$ cat src/common/bcst_map.svh
`ifndef BCST_MAP_SVH
`define BCST_MAP_SVH

// ************************************************************
// geometry
// ************************************************************
`define BCST_SR_LEN 64
`define BCST_SCORE_W 7
`define BCST_FIFO_DEPTH 8

// ************************************************************
// shift register lane positions
// ************************************************************
`define BCST_LANE_A 0
`define BCST_LANE_B 1
`define BCST_LANE_M 2
`define BCST_LANES 3

// ************************************************************
// reset values
// ************************************************************
`define BCST_SR_RST 64'h0000_0000_0000_0000
`define BCST_SCORE_RST 7'h00
`define BCST_THR_RST 7'h00

`endif

$ cat src/common/bcst_pkg.sv
package bcst_pkg;

  // one serial bit per shift register
  typedef struct packed {
    logic m;
    logic b;
    logic a;
  } bcst_serial_s;

  // strobes standing for the per-register clocks
  typedef struct packed {
    logic sum;
    logic thr;
    logic m;
    logic b;
    logic a;
  } bcst_clks_s;

  // static controls
  typedef struct packed {
    logic float_out;
    logic invert;
    logic ref_load;
  } bcst_ctrl_s;

  typedef logic [6:0] bcst_score_t;

endpackage

$ cat src/logic/bcst_core.sv
// Function
// - reference bits shift into 64-bit register
// - score pins drive masked agreement count
// - score pins double as threshold input
// - threshold captured on threshold clock rise
// - flag high when score meets threshold
// - each shift register has serial output
// - float control tristates the score pins
// - invert control complements driven score
// - zero mask bit excludes that position
// - reference latch transparent while load high; here a register that copies b one cycle late
`timescale 1ns/1ps
`include "bcst_map.svh"
module bcst_core (
  // clock and reset
  input wire logic i_mclk,
  input wire logic i_rst_n,
  // serial inputs and register strobes
  input wire bcst_pkg::bcst_serial_s i_serial,
  input wire bcst_pkg::bcst_clks_s i_clks,
  // controls
  input wire bcst_pkg::bcst_ctrl_s i_ctrl,
  // score pins, three signals of a two-way pin
  input wire logic [`BCST_SCORE_W-1:0] i_score_in,
  output logic [`BCST_SCORE_W-1:0] o_score_out,
  output logic o_score_oe,
  // flag, cascade outputs, summer back-pressure
  output logic o_thr_hit,
  output bcst_pkg::bcst_serial_s o_serial,
  output logic o_sum_ready
);

  // ************************************************************
  // helpers
  // ************************************************************
  function automatic logic [`BCST_SCORE_W-1:0] count_ones(input logic [`BCST_SR_LEN-1:0] v);
    logic [`BCST_SCORE_W-1:0] n;
    n = `BCST_SCORE_RST;
    for (int i = 0; i < `BCST_SR_LEN; i++)
    begin
      n = n + {{(`BCST_SCORE_W-1){1'b0}}, v[i]};
    end
    return n;
  endfunction

  function automatic logic rising(input logic now, input logic prev);
    return now && !prev;
  endfunction

  // ************************************************************
  // reset release
  // ************************************************************
  logic [1:0] rst_sync_q;
  logic rst_n;

  always_ff @(posedge i_mclk or negedge i_rst_n)
  begin
    if (!i_rst_n)
    begin
      rst_sync_q <= 2'h0;
    end
    else
    begin
      rst_sync_q <= {rst_sync_q[0], 1'b1};
    end
  end

  assign rst_n = rst_sync_q[1];

  // ************************************************************
  // strobe edges
  // ************************************************************
  // the register clocks arrive as sampled levels, so each acts on its rising edge
  bcst_pkg::bcst_clks_s clks_q;
  logic [`BCST_LANES-1:0] sr_rise;
  logic sum_rise;
  logic thr_rise;

  always_ff @(posedge i_mclk or negedge rst_n)
  begin
    if (!rst_n)
    begin
      clks_q <= '0;
    end
    else
    begin
      clks_q <= i_clks;
    end
  end

  assign sr_rise[`BCST_LANE_A] = rising(i_clks.a, clks_q.a);
  assign sr_rise[`BCST_LANE_B] = rising(i_clks.b, clks_q.b);
  assign sr_rise[`BCST_LANE_M] = rising(i_clks.m, clks_q.m);
  assign sum_rise = rising(i_clks.sum, clks_q.sum);
  assign thr_rise = rising(i_clks.thr, clks_q.thr);

  // ************************************************************
  // shift registers
  // ************************************************************
  logic [`BCST_LANES-1:0] sr_in;
  logic [`BCST_SR_LEN-1:0] sr_q [`BCST_LANES];
  logic [`BCST_LANES-1:0] sr_out_q;

  assign sr_in = {i_serial.m, i_serial.b, i_serial.a};

  for (genvar g = 0; g < `BCST_LANES; g++)
  begin : g_sr
    always_ff @(posedge i_mclk or negedge rst_n)
    begin
      if (!rst_n)
      begin
        sr_q[g] <= `BCST_SR_RST;
        sr_out_q[g] <= 1'b0;
      end
      else if (sr_rise[g])
      begin
        sr_q[g] <= {sr_q[g][`BCST_SR_LEN-2:0], sr_in[g]};
        sr_out_q[g] <= sr_q[g][`BCST_SR_LEN-1];
      end
    end
  end

  // cascade outputs carry the bit pushed off the far end
  assign o_serial.a = sr_out_q[`BCST_LANE_A];
  assign o_serial.b = sr_out_q[`BCST_LANE_B];
  assign o_serial.m = sr_out_q[`BCST_LANE_M];

  // ************************************************************
  // reference latch
  // ************************************************************
  // a true latch is avoided; the copy trails the b register by one cycle
  logic [`BCST_SR_LEN-1:0] ref_q;

  always_ff @(posedge i_mclk or negedge rst_n)
  begin
    if (!rst_n)
    begin
      ref_q <= `BCST_SR_RST;
    end
    else if (i_ctrl.ref_load)
    begin
      ref_q <= sr_q[`BCST_LANE_B];
    end
  end

  // ************************************************************
  // agreement and summer
  // ************************************************************
  logic [`BCST_SR_LEN-1:0] agree;
  logic [`BCST_SCORE_W-1:0] sum_d;
  logic sum_push;
  logic fifo_valid;
  logic fifo_pop;
  logic [`BCST_SCORE_W-1:0] fifo_data;

  assign agree = ~(sr_q[`BCST_LANE_A] ^ ref_q) & sr_q[`BCST_LANE_M];
  assign sum_d = count_ones(agree);
  assign sum_push = sum_rise && o_sum_ready;
  // scores wait while the pins are floated for a threshold load
  assign fifo_pop = !i_ctrl.float_out;

  bcst_fifo #(
    .WIDTH(`BCST_SCORE_W),
    .DEPTH(`BCST_FIFO_DEPTH)
  ) u_fifo (
    .i_mclk(i_mclk),
    .i_rst_n(rst_n),
    .i_in_valid(sum_rise),
    .o_in_ready(o_sum_ready),
    .i_in_data(sum_d),
    .o_out_valid(fifo_valid),
    .i_out_ready(fifo_pop),
    .o_out_data(fifo_data)
  );

  // ************************************************************
  // score and threshold registers
  // ************************************************************
  logic [`BCST_SCORE_W-1:0] score_q;
  logic [`BCST_SCORE_W-1:0] thr_q;
  logic [`BCST_SCORE_W-1:0] pins_q;
  logic hit_q;

  always_ff @(posedge i_mclk or negedge rst_n)
  begin
    if (!rst_n)
    begin
      score_q <= `BCST_SCORE_RST;
    end
    else if (fifo_valid && fifo_pop)
    begin
      score_q <= fifo_data;
    end
  end

  // latched whether or not we float; a load while driving reads back our own score
  always_ff @(posedge i_mclk or negedge rst_n)
  begin
    if (!rst_n)
    begin
      thr_q <= `BCST_THR_RST;
    end
    else if (thr_rise)
    begin
      thr_q <= i_score_in;
    end
  end

  always_ff @(posedge i_mclk or negedge rst_n)
  begin
    if (!rst_n)
    begin
      hit_q <= 1'b0;
    end
    else
    begin
      hit_q <= (score_q >= thr_q);
    end
  end

  always_ff @(posedge i_mclk or negedge rst_n)
  begin
    if (!rst_n)
    begin
      pins_q <= `BCST_SCORE_RST;
    end
    else
    begin
      pins_q <= i_ctrl.invert ? ~score_q : score_q;
    end
  end

  assign o_score_out = pins_q;
  assign o_score_oe = !i_ctrl.float_out;
  assign o_thr_hit = hit_q;
endmodule

$ cat src/logic/bcst_fifo.sv
`timescale 1ns/1ps
module bcst_fifo #(
  parameter int WIDTH = 7,
  parameter int DEPTH = 8
) (
  // clock and reset
  input wire logic i_mclk,
  input wire logic i_rst_n,
  // fill side
  input wire logic i_in_valid,
  output logic o_in_ready,
  input wire logic [WIDTH-1:0] i_in_data,
  // drain side
  output logic o_out_valid,
  input wire logic i_out_ready,
  output logic [WIDTH-1:0] o_out_data
);

  localparam int AW = $clog2(DEPTH);

  logic [WIDTH-1:0] mem_q [DEPTH];
  logic [AW:0] wr_ptr_q;
  logic [AW:0] rd_ptr_q;
  logic full;
  logic empty;
  logic push;
  logic pop;

  assign empty = (wr_ptr_q == rd_ptr_q);
  assign full = (wr_ptr_q[AW] != rd_ptr_q[AW]) && (wr_ptr_q[AW-1:0] == rd_ptr_q[AW-1:0]);
  assign o_in_ready = !full;
  assign o_out_valid = !empty;
  assign push = i_in_valid && !full;
  assign pop = i_out_ready && !empty;
  assign o_out_data = mem_q[rd_ptr_q[AW-1:0]];

  always_ff @(posedge i_mclk)
  begin
    if (push)
    begin
      mem_q[wr_ptr_q[AW-1:0]] <= i_in_data;
    end
  end

  always_ff @(posedge i_mclk or negedge i_rst_n)
  begin
    if (!i_rst_n)
    begin
      wr_ptr_q <= '0;
      rd_ptr_q <= '0;
    end
    else
    begin
      if (push)
      begin
        wr_ptr_q <= wr_ptr_q + 1'b1;
      end
      if (pop)
      begin
        rd_ptr_q <= rd_ptr_q + 1'b1;
      end
    end
  end

endmodule
$ cat config.mk
export PLATFORM = sky130hd
export DESIGN_NAME = bcst_core
export DESIGN_NICKNAME = d
export VERILOG_FILES = /design/src/common/bcst_pkg.sv /design/src/logic/bcst_core.sv /design/src/logic/bcst_fifo.sv
export VERILOG_INCLUDE_DIRS = /design/src /design/src/common
export SDC_FILE = /design/constraint.sdc
export NUM_CORES = 1
export LEC_CHECK = 0
export BUFFER_PORTS_ARGS = -buffer_cell sky130_fd_sc_hd__clkbuf_2
export CORE_ASPECT_RATIO = 1.4
export CORE_MARGIN = 4
export CORE_UTILIZATION = 60
export CTS_BUF_LIST = sky130_fd_sc_hd__clkbuf_8
export DETAILED_ROUTE_END_ITERATION = 12
export GPL_ROUTABILITY_DRIVEN = 0
export PLACE_DENSITY = 0.73
export SLEW_MARGIN = 20
export SYNTH_ARGS = -nofsm -noshare
export SYNTH_HDL_FRONTEND = slang
export SYNTH_SLANG_ARGS = --single-unit
export TNS_END_PERCENT = 1
$ cat constraint.sdc
create_clock -name i_mclk -period 11 [get_ports i_mclk]
set_input_delay 0 -clock i_mclk [delete_from_list [all_inputs] [get_ports i_mclk]]
set_output_delay 0 -clock i_mclk [all_outputs]
set_load 0.1 [all_outputs]
Word-level counts from Yosys, hierarchy flattened
Memory sizes are Yosys's and may differ from the RTL's. A register that Yosys moved wholly into a read port is not among the register bits.
Index checks and enable logic that the tools add are counted.
Widths: inputs -> output; s select.
- register bits after elaboration: 289
- RAM bits: 56
- input bits: 20
- output and inout port bits: 13
- word-level logic and storage cells: 112
- memories: 1
- memories (memory ; words ; bits a word ; rd ports ; clocked after memory_dff ; wr ports ; line ; text):
    u_fifo.mem_q ; 8 ; 7 ; 1 ; 1 ; 1 ; bcst_fifo.sv:21 ; logic [WIDTH-1:0] mem_q [DEPTH];
- add/sub/neg operators: 65
- magnitude comparators: 1
- equality and inequality tests: 3
- mux-type cells: 3
- bitwise gates (word level): 4
- reduce and logical (&&, ||, !) cells: 17
- operators with widths (cell ; number):
    $add 7x1->7 ; 57
    $and 64x64->64 ; 1
    $not 64->64 ; 1
    $xor 64x64->64 ; 1
    $logic_not 1->1 ; 9
    $add 4x1->4 const B ; 2
    $logic_and 1x1->1 ; 8
    $add 6x1->7 ; 1
    $ge 7x7->1 ; 1
    $mux 7 ; 1
    $not 7->7 ; 1
    $add 5x1->6 ; 1
    $add 4x1->5 ; 1
    $add 3x1->4 ; 1
    $eq 4x4->1 ; 1
    $add 2x1->3 ; 1
    $eq 3x3->1 ; 1
    $add 1x1->2 ; 1
    $mux 1 ; 2
    $ne 1x1->1 ; 1

Logic depth before layout (Yosys ltp)
Gate-level depths: netlist of run 1.
- depth in word-level cells: 66
- depth in mapped cells: 22
- depth with buffers taken out: 22

Modules after synthesis
Synthesis of run 1 repeated with hierarchy kept, for this count alone.
- cells, all modules: 1042
- area total of the unflattened synthesis: 16679.7 um^2
- by module, submodules not included (module ; instances ; cells each ; area each (um^2) ; seq. area each (um^2)):
    bcst_core ; 1 ; 900 ; 13915.8 ; 7206.9
    bcst_fifo ; 1 ; 142 ; 2763.9 ; 1881.8

Worst setup path after synthesis of run 1
OpenSTA, ideal clock, no wires.
- path kind: flip-flop to flip-flop
- start point: reg ref_q[47]
- end point: mem u_fifo.mem_q[0][6], data pin
- setup time: 0.292 ns
- arrival time: 5.959 ns
- data required time: 10.708 ns
- slack: 4.749 ns
- stages on the path, launching flop included: 22
- path buffers: 0
- clock period less this slack: 6.251 ns
- cell sequence: dfrtp_1 > xnor2_1 > nand2_1 > fa_1 > inv_1 > fa_1 > inv_1 > fa_1 > fa_1 > inv_1 > fa_1 > inv_1 > fa_1 > fa_1 > fa_1 > inv_1 > ha_1 > fa_1 > a21oi_1 > o21ai_0 > a21oi_1 > o21bai_1
- longest elaborated chain between the ends: 20
- RTL lines (element ; line ; text):
    from (decl) ; bcst_core.sv:132 ; logic [`BCST_SR_LEN-1:0] ref_q;
    from (signal assigned) ; bcst_core.sv:138 ; ref_q <= `BCST_SR_RST;
    from (signal assigned) ; bcst_core.sv:142 ; ref_q <= sr_q[`BCST_LANE_B];
    $xor 64x64->64 ; bcst_core.sv:156 ; assign agree = ~(sr_q[`BCST_LANE_A] ^ ref_q) & sr_q[`BCST_LANE_M];
    $not 64->64 ; bcst_core.sv:156 ;
    $and 64x64->64 ; bcst_core.sv:156 ;
    $add 7x1->7 (17 in a row) ; bcst_core.sv:41 ; n = n + {{(`BCST_SCORE_W-1){1'b0}}, v[i]};
    via sum_d[6] ; bcst_core.sv:150 ; logic [`BCST_SCORE_W-1:0] sum_d;
    to (decl) ; bcst_fifo.sv:21 ;
The timed path passes the listed nets, and every way through them passes these cells.

Worst setup path in the final report of run 1
- start point: reg sr_q[155] in the netlist's numbering
- end point: mem u_fifo.mem_q[2][5], data pin
- longest elaborated chain between the ends: 40
- RTL lines (element ; line ; text):
    from (decl) ; bcst_core.sv:101 ; logic [`BCST_SR_LEN-1:0] sr_q [`BCST_LANES];
    from (signal, indexed assignment) ; bcst_core.sv:112 ; sr_q[g] <= `BCST_SR_RST;
    from (signal, indexed assignment) ; bcst_core.sv:117 ; sr_q[g] <= {sr_q[g][`BCST_SR_LEN-2:0], sr_in[g]};
    $xor 64x64->64 ; bcst_core.sv:156 ;
    $not 64->64 ; bcst_core.sv:156 ;
    $and 64x64->64 ; bcst_core.sv:156 ;
    $add 7x1->7 (37 in a row) ; bcst_core.sv:41 ;
    via sum_d[5] ; bcst_core.sv:150 ;
The timed path passes the listed nets, and every way through them passes these cells.

==> impl_metrics.prom, run 1 <==
# TYPE chip_impl_metric gauge
chip_impl_metric{name="critical_path_data_required_time",unit="ns"} 11.30
chip_impl_info{name="cp-start-kind",value="flop"} 1
chip_impl_metric{name="fin_worst_skew",unit="ns"} 0.0175
chip_impl_metric{name="fin_nets",unit=""} 1219
chip_impl_metric{name="globalRouteTotalUtil",unit="%"} 18.9
chip_impl_metric{name="drv_cap",unit=""} 0
chip_impl_info{name="clock_tree_root",value="clkbuf_8"} 1
chip_impl_info{name="timing_worst_setup_path_type",value="flop to flop"} 1
chip_impl_metric{name="internal_power",unit="mW"} 3.18
chip_impl_metric{name="fin_tns_setup",unit="ns"} 0
chip_impl_metric{name="post_drt_wl_per_cell",unit="µm"} 17.1
chip_impl_metric{name="cts_buffer_depth",unit=""} 3
chip_impl_metric{name="finish.instance_area",unit="µm²"} 17500
chip_impl_metric{name="globalRouteOverflowTotal",unit=""} 0
chip_impl_metric{name="grt_antenna_before_repair",unit=""} 0
chip_impl_metric{name="sw_frac_of_total",unit="%"} 35.1
chip_impl_metric{name="buffer_ports.inserted",unit=""} 32
chip_impl_info{name="route.top_layer_used",value="met4"} 1
chip_impl_metric{name="die-height",unit="µm"} 200
chip_impl_metric{name="place.detailed.hpwl",unit="µm"} 16800
chip_impl_metric{name="synthCells",unit=""} 1045
chip_impl_metric{name="met2WireLength",unit="µm"} 13600
chip_impl_metric{name="report.final.setup_viol",unit=""} 0
chip_impl_metric{name="share_of_power_burned_in_combinational_logic",unit="%"} 36.1
chip_impl_metric{name="route.final.wire_length",unit="µm"} 25400
chip_impl_metric{name="synth_warnings",unit=""} 0
chip_impl_metric{name="synth.ff_latch_count",unit=""} 352
chip_impl_metric{name="cellLeakagePower",unit="nW"} 8.18
chip_impl_metric{name="synth.yosys.seq_area_share",unit="%"} 57.8
chip_impl_metric{name="final_period_minus_worst_setup_slack",unit="ns"} 6.69
chip_impl_metric{name="placed_area",unit="µm²"} 16200
chip_impl_metric{name="met3RoutedLength",unit="µm"} 596
chip_impl_metric{name="powerDensity",unit="nW/µm²"} 281
chip_impl_metric{name="final.hold.worst_slack",unit="ns"} 0.0824
chip_impl_metric{name="place.detailed.instances",unit=""} 1367
chip_impl_metric{name="detail_route.drc_violations",unit=""} 0
chip_impl_info{name="rsz_0062_raised_after_global_routing",value="false"} 1
chip_impl_metric{name="relSlewSlack",unit="%"} 37.7
chip_impl_metric{name="initial_core_util",unit="%"} 61.3
chip_impl_metric{name="finalHoldViolations",unit=""} 0
chip_impl_metric{name="io_pins",unit=""} 33
chip_impl_metric{name="pin_count_of_the_biggest_net_entering_global_routing",unit=""} 161
chip_impl_metric{name="number_of_global_route_vias_before_repair",unit=""} 8634
chip_impl_metric{name="core_area",unit="µm²"} 25600
chip_impl_info{name="hold_class",value="primary input to flop"} 1
chip_impl_metric{name="worstMarginPinSlew",unit="ns"} 0.934
chip_impl_metric{name="vias",unit=""} 7884
chip_impl_metric{name="power_frac_seq",unit="%"} 42.5
chip_impl_info{name="cts_tree",value="built"} 1
chip_impl_info{name="cells_along_the_critical_path",value="xnor2_1 > and2_1 > fa_1 > inv_1 > fa_1 > fa_1 > inv_1 > fa_1 > fa_1 > fa_1 > fa_1 > inv_1 > fa_1 > inv_1 > ha_1 > a21oi_1 > o211ai_1 > a21oi_1 > xor2_1"} 1
chip_impl_metric{name="postSynthNetCount",unit=""} 1143
chip_impl_metric{name="synth.lib_cells_used.distinct",unit=""} 35
chip_impl_metric{name="detail_route.iter0.violations",unit=""} 298
chip_impl_metric{name="design.die.area",unit="µm²"} 28900
chip_impl_info{name="critPathCaptureType",value="flop"} 1
chip_impl_info{name="critPathMostFrequentCell",value="fa_1"} 1
chip_impl_metric{name="layoutNonFillerInstCount",unit=""} 1482
chip_impl_metric{name="grt_pass1_wl",unit="µm"} 43300
chip_impl_metric{name="layout-drive-gt1-share",unit="%"} 34.6
chip_impl_metric{name="crit_path_max_fanout",unit=""} 8
chip_impl_metric{name="max-vdd-ir-drop",unit="µV"} 396
chip_impl_metric{name="area_delta_synth_final",unit="%"} 11.0
chip_impl_metric{name="cell_area_after_synthesis",unit="µm²"} 15700
chip_impl_metric{name="clockPowerShare",unit="%"} 21.4
chip_impl_metric{name="max_stage_delay",unit="ns"} 0.55
chip_impl_metric{name="drt_pass1_iterations",unit=""} 4
chip_impl_metric{name="antenna_violating_nets_post_route",unit=""} 0
chip_impl_metric{name="clk_transition_reported_paths",unit="ns"} 0.06
chip_impl_info{name="critical-path-slowest-cell",value="fa_1"} 1
chip_impl_info{name="run_status",value="finished, final reports clean"} 1
chip_impl_metric{name="wl_met1",unit="µm"} 10600
chip_impl_metric{name="timing.final.crit_share",unit="%"} 60.8
chip_impl_metric{name="cts_max_level",unit=""} 2
chip_impl_metric{name="num_rows",unit=""} 69
chip_impl_metric{name="die_w",unit="µm"} 145
chip_impl_metric{name="crit_arrival",unit="ns"} 6.99
chip_impl_metric{name="detail_route.vias_per_cell",unit=""} 5.32
chip_impl_metric{name="numCtsBuffers",unit=""} 52
chip_impl_metric{name="netSwitchingPower",unit="mW"} 1.72
chip_impl_metric{name="clkLatencyLatePin",unit="ns"} 0.58
chip_impl_metric{name="synth_area_per_cell",unit="µm²"} 15.0
chip_impl_metric{name="final-max-slew-violation-count",unit=""} 0
chip_impl_metric{name="num_antenna_cells",unit=""} 0
chip_impl_metric{name="clock.fmax",unit="GHz"} 0.150
chip_impl_metric{name="cts_num_sinks",unit=""} 352
-- critical path, delay by kind of cell (launching register included) --
kind / cells / cell delay [ns]
fa+ha+maj: 9 / 4.43
xor+xnor: 2 / 0.60
compound gates: 3 / 0.56
flops: 1 / 0.40
buf+inv: 4 / 0.23
simple gates: 1 / 0.19
-- path summary, 6_finish.rpt --
| path | from | endpoint | slack [ns] | cells after the start |
|---|---|---|---|---|
| setup / recovery | sr_q[155]$_DFFE_PN0P_ | u_fifo.mem_q[2][5]$_DFFE_PP_ | 4.31 | 19 |
| setup reg to reg | sr_q[155]$_DFFE_PN0P_ | u_fifo.mem_q[2][5]$_DFFE_PP_ | 4.31 | 19 |
| hold reg to reg | rst_sync_q[0]$_DFF_PN0_ | rst_sync_q[1]$_DFF_PN0_ | 0.35 | 0 |
| max in group asynchronous | rst_sync_q[1]$_DFF_PN0_ | sr_q[6]$_DFFE_PN0P_ | 9.15 | 1 |
| hold / removal | i_clks[4] | clks_q[4]$_DFF_PN0_ | 0.08 | 2 |
| min in group asynchronous | i_rst_n | rst_sync_q[1]$_DFF_PN0_ | 0.29 | 3 |
-- final cells by class --
| class | count | area [µm²] |
|---|---|---|
| Sequential cell | 352 | 9090 |
| Fill cell | 1855 | 8190 |
| Multi-Input combinational cell | 582 | 6180 |
| Clock buffer | 64 | 881 |
| Timing Repair Buffer | 60 | 430 |
| Tap cell | 319 | 399 |
| Inverter | 73 | 274 |
| Clock inverter | 32 | 191 |
-- per-layer routing --
metal | vias to the layer above | GRT usage, %
li1 | 3702 | -
met1 | 4066 | 23.4
met2 | 82 | 33.8
met3 | 34 | 3.23
met4 | 0 | 5.88
met5 | - | 0
-- kinds of logic (layout without fill, tap and decap cells) --
kind of cell | Yosys count | after routing | share of synthesized area, %
compound gates | 28 | 28 | 1.16
xor+xnor | 86 | 86 | 4.93
fa+ha+maj | 78 | 78 | 8.78
buf+inv | 111 | 229 | 3.02
flops | 352 | 352 | 57.8
mux | 283 | 283 | 21.2
other cells | 1 | 1 | 0.0238
simple gates | 106 | 106 | 3.07
-- registers in the layout, indices dropped and copies added, names as in the netlist, 4 cells and up --
signal	flops
clks_q	5
o_score_out	7
ref_q	64
score_q	7
sr_q	192
thr_q	7
u_fifo.mem_q	56
u_fifo.rd_ptr_q	4
u_fifo.wr_ptr_q	4
-- cells in the mapped netlist --
cell type	instances	area, µm²
dfrtp_1	296	7410
mux2_2	261	2940
inv_1	73	274
xnor2_1	70	613
nand2_1	60	225
edfxtp_1	56	1680
fa_1	54	1080
buf_2	25	125
ha_1	24	300
and2_1	18	113
mux4_2	14	315
a21oi_1	13	65.1
nor2_1	13	48.8
xor2_1	13	114
o21ai_0	9	45.0
clkbuf_1	7	26.3
mux2i_1	7	70.1
nor2b_1	6	37.5
buf_4	3	22.5
nand4_1	3	18.8
xnor2_2	3	48.8
buf_6	2	22.5
nand2b_1	2	12.5
nor3_1	2	10.0
a21o_1	1	7.51
a31oi_1	1	6.26
a41oi_2	1	16.3
a41oi_4	1	27.5
clkbuf_2	1	5.00
conb_1	1	3.75
mux2_1	1	11.3
nand2b_2	1	8.76
o211ai_1	1	7.51
o21bai_1	1	7.51
or2b_2	1	8.76
-- power by group through the flow --
| stage | Clock (mW) | Sequential [mW] | Combinational, mW |
|---|---|---|---|
| 3_5_place_dp | 0 | 2.11 | 1.81 |
| 6_report | 1.05 | 2.08 | 1.77 |
| 4_1_cts | 1.09 | 2.09 | 1.83 |
| 3_3_place_gp | 0 | 2.10 | 1.73 |
| 2_1_floorplan | 0 | 2.16 | 1.29 |
| 5_1_grt | 1.15 | 2.12 | 2.05 |
-- through the flow --
stage,utilization [%],power (mW),setup WS (ns)
floorplan,-,3.44,2.14
global placement,63.1,3.83,4.46
detailed placement,63.1,3.92,4.34
CTS,68.1,5.00,4.31
global route,68.1,5.32,3.99
finish,68.1,4.90,4.31
-- cells in the final DEF, fill, tap and decap left out, drive strengths merged --
master,instances
edfxtp,56
bufinv,2
or2b,1
dfrtp,296
o211ai,1
mux4,14
clkinvlp,3
a21oi,13
dlygate4sd3,19
conb,1
nor3,2
o21ai,9
xor2,13
nor2,13
xnor2,73
nor2b,6
nand2b,3
and2,18
o21bai,1
clkinv,8
ha,24
fa,54
inv,92
a41oi,2
nand2,60
a31oi,1
nand4,3
mux2i,7
buf,10
clkbuf,95
mux2,262
a21o,1
-- what timing repair did --
item                      CTS  global route
hold endpoints to repair   39             0
hold buffers               19             0
buffers inserted            0             0
gates resized for setup     0             0
(Power assumes the default switching activity.)
==> run 2: changes to the inputs <==
==> constraint.sdc (replaced) <==
create_clock -name i_mclk -period 6.3 [get_ports i_mclk]
set_input_delay 0 -clock i_mclk [delete_from_list [all_inputs] [get_ports i_mclk]]
set_output_delay 0 -clock i_mclk [all_outputs]
set_load 0.1 [all_outputs]
==> impl_metrics.prom, run 2 (synthesized netlist as in run 1, its figures left out) <==
# TYPE chip_impl_metric gauge
chip_impl_info{name="mostFrequentLayoutCell",value="dfrtp_1"} 1
chip_impl_metric{name="fillers",unit=""} 1744
chip_impl_info{name="clock_tree_root",value="clkbuf_8"} 1
chip_impl_metric{name="fin_worst_skew",unit="ns"} 0.0143
chip_impl_info{name="worst_hold_startpoint",value="i_clks[2]"} 1
chip_impl_metric{name="powerDensity",unit="nW/µm²"} 529
chip_impl_metric{name="cellLeakagePower",unit="nW"} 8.38
chip_impl_metric{name="relSlewSlack",unit="%"} 36.6
chip_impl_info{name="critPathCaptureType",value="flop"} 1
chip_impl_metric{name="detail_route.iter0.violations",unit=""} 228
chip_impl_metric{name="crit_path_max_fanout",unit=""} 8
chip_impl_metric{name="buffer_ports.inserted",unit=""} 32
chip_impl_metric{name="report.final.setup_viol",unit=""} 8
chip_impl_metric{name="pin_count_of_the_biggest_net_entering_global_routing",unit=""} 79
chip_impl_metric{name="total_power",unit="mW"} 9.47
chip_impl_info{name="timing_worst_setup_path_type",value="flop to flop"} 1
chip_impl_metric{name="cts_max_level",unit=""} 2
chip_impl_metric{name="fin_util",unit="%"} 69.8
chip_impl_info{name="run_status",value="finished, violations left"} 1
chip_impl_info{name="hold_class",value="primary input to flop"} 1
chip_impl_metric{name="final-max-slew-violation-count",unit=""} 0
chip_impl_metric{name="design.die.area",unit="µm²"} 28900
chip_impl_metric{name="clk_transition_reported_paths",unit="ns"} 0.07
chip_impl_metric{name="place.detailed.hpwl",unit="µm"} 17400
chip_impl_metric{name="finalHoldViolations",unit=""} 0
chip_impl_info{name="cts_tree",value="built"} 1
chip_impl_metric{name="cts_num_sinks",unit=""} 352
chip_impl_metric{name="place.detailed.instances",unit=""} 1400
chip_impl_metric{name="antenna_violating_nets_post_route",unit=""} 0
chip_impl_metric{name="core_area",unit="µm²"} 25600
chip_impl_metric{name="drt_pass1_iterations",unit=""} 4
chip_impl_metric{name="number_of_global_route_vias_before_repair",unit=""} 8674
chip_impl_metric{name="final_period_minus_worst_setup_slack",unit="ns"} 6.32
chip_impl_info{name="registers.top_by_ff_count",value="sr_q"} 1
chip_impl_info{name="violations_in_the_final_reports",value="negative setup slack"} 1
chip_impl_metric{name="detail_route.drc_violations",unit=""} 0
chip_impl_info{name="mostFrequentLayoutCells",value="dfrtp_1 (295), mux2_2 (261), inv_1 (78)"} 1
chip_impl_metric{name="area_delta_synth_final",unit="%"} 13.8
chip_impl_info{name="rsz_0062_raised_after_global_routing",value="true"} 1
chip_impl_metric{name="grt_pass1_wl",unit="µm"} 44000
chip_impl_metric{name="numCtsBuffers",unit=""} 53
chip_impl_metric{name="clkLatencyLatePin",unit="ns"} 0.58
chip_impl_metric{name="layoutNonFillerInstCount",unit=""} 1520
chip_impl_metric{name="initial_core_util",unit="%"} 61.3
chip_impl_metric{name="globalRouteOverflowTotal",unit=""} 0
chip_impl_metric{name="num_rows",unit=""} 69
chip_impl_metric{name="worstMarginPinSlew",unit="ns"} 0.950
chip_impl_metric{name="layout-drive-gt1-share",unit="%"} 40.2
chip_impl_metric{name="postLayoutSetupSlackWorst",unit="ns"} -0.0182
chip_impl_metric{name="globalRouteTotalUtil",unit="%"} 19.3
chip_impl_info{name="setup.worst_path.start",value="ref_q[53]$_DFFE_PN0P_"} 1
chip_impl_metric{name="cts_buffer_depth",unit=""} 3
chip_impl_metric{name="final.hold.worst_slack",unit="ns"} 0.0833
chip_impl_metric{name="fin_nets",unit=""} 1256
chip_impl_metric{name="vias",unit=""} 8042
chip_impl_metric{name="route.final.wire_length",unit="µm"} 26300
chip_impl_metric{name="max-vdd-ir-drop",unit="µV"} 1030
chip_impl_metric{name="drv_cap",unit=""} 0
chip_impl_metric{name="grt_antenna_before_repair",unit=""} 0
chip_impl_metric{name="crit_arrival",unit="ns"} 6.62
chip_impl_metric{name="clock.fmax",unit="GHz"} 0.158
chip_impl_metric{name="critical_path_data_required_time",unit="ns"} 6.60
chip_impl_metric{name="num_antenna_cells",unit=""} 0
chip_impl_metric{name="dp_slack",unit="ns"} -0.326
chip_impl_info{name="worst_r2r_startpoint",value="ref_q[53]$_DFFE_PN0P_"} 1
chip_impl_metric{name="die_w",unit="µm"} 145
chip_impl_metric{name="die-height",unit="µm"} 200
chip_impl_metric{name="timing.final.crit_share",unit="%"} 100
chip_impl_metric{name="detail_route.vias_per_cell",unit=""} 5.29
chip_impl_info{name="cp-start-kind",value="flop"} 1
chip_impl_metric{name="io_pins",unit=""} 33
chip_impl_metric{name="largest_register_ff_count",unit=""} 192
chip_impl_metric{name="post_drt_wl_per_cell",unit="µm"} 17.3
-- run 2: metal layers --
metal	share of wire, %	global-route usage (%)	vias up
li1	-	-	3774
met5	0	0	-
met4	3.1	7.12	0
met2	52	32.9	107
met3	2.7	3.23	47
met1	42	25.0	4114
-- run 2: path summary, 6_finish.rpt --
path                                                     end  slack, ns  cells past startpoint
worst max register to register  u_fifo.mem_q[2][6]$_DFFE_PP_      -0.02                     21
min in group asynchronous            rst_sync_q[0]$_DFF_PN0_       0.29                      3
max in group asynchronous              ref_q[59]$_DFFE_PN0P_       4.53                      1
worst max-delay path            u_fifo.mem_q[2][6]$_DFFE_PP_      -0.02                     21
worst min register to register           clks_q[1]$_DFF_PN0_       0.35                      0
worst min-delay path                     clks_q[2]$_DFF_PN0_       0.08                      2
-- run 2: repair_timing --
action,CTS,global route
setup buffers,2,1
resized for setup,21,23
endpoints found under the hold margin,39,0
hold buffers,19,0
pin swaps,23,34
endpoints found under the setup margin,40,40
-- run 2: cell type report --
| cell class | count | area (µm²) | area share [%] |
|---|---|---|---|
| clock buffers | 71 | 977 | 5.46 |
| clock inverters | 27 | 118 | 0.657 |
| inverters | 73 | 274 | 1.53 |
| multi-input cells | 582 | 6350 | 35.5 |
| flip-flops and latches | 352 | 9090 | 50.8 |
| well taps | 319 | 399 | 2.23 |
| repair buffers | 96 | 688 | 3.84 |
-- run 2: report_power, final --
group / switching (mW) / internal [mW] / leakage, nW
Clock: 0.849 / 1.01 / 0.627
Sequential: 0.289 / 3.34 / 4.47
Combinational: 2.21 / 1.78 / 3.29
Total: 3.35 / 6.13 / 8.38
-- run 2: worst max-delay path, stage by stage (launching register included) --
cell and delay [ns]:
dfrtp_1 0.39, xnor2_1 0.16, nand2_1 0.09, fa_1 0.50, fa_1 0.60, inv_1 0.06, fa_1 0.48, inv_1 0.05
fa_1 0.55, inv_2 0.04, fa_1 0.49, inv_2 0.04, fa_1 0.49, fa_2 0.44, fa_1 0.50, inv_2 0.05
ha_4 0.17, fa_2 0.39, a21oi_2 0.16, o21ai_2 0.09, a21oi_2 0.19, o21bai_4 0.11
-- run 2: per-stage QoR --
stage          setup TNS (ns)  instance area (µm²)
3_5_place_dp            -8.97                16400
2_1_floorplan               0                15700
5_1_grt                 -3.88                17900
4_1_cts                -0.997                17800
6_report               -0.107                17900
3_3_place_gp            -6.57                16400
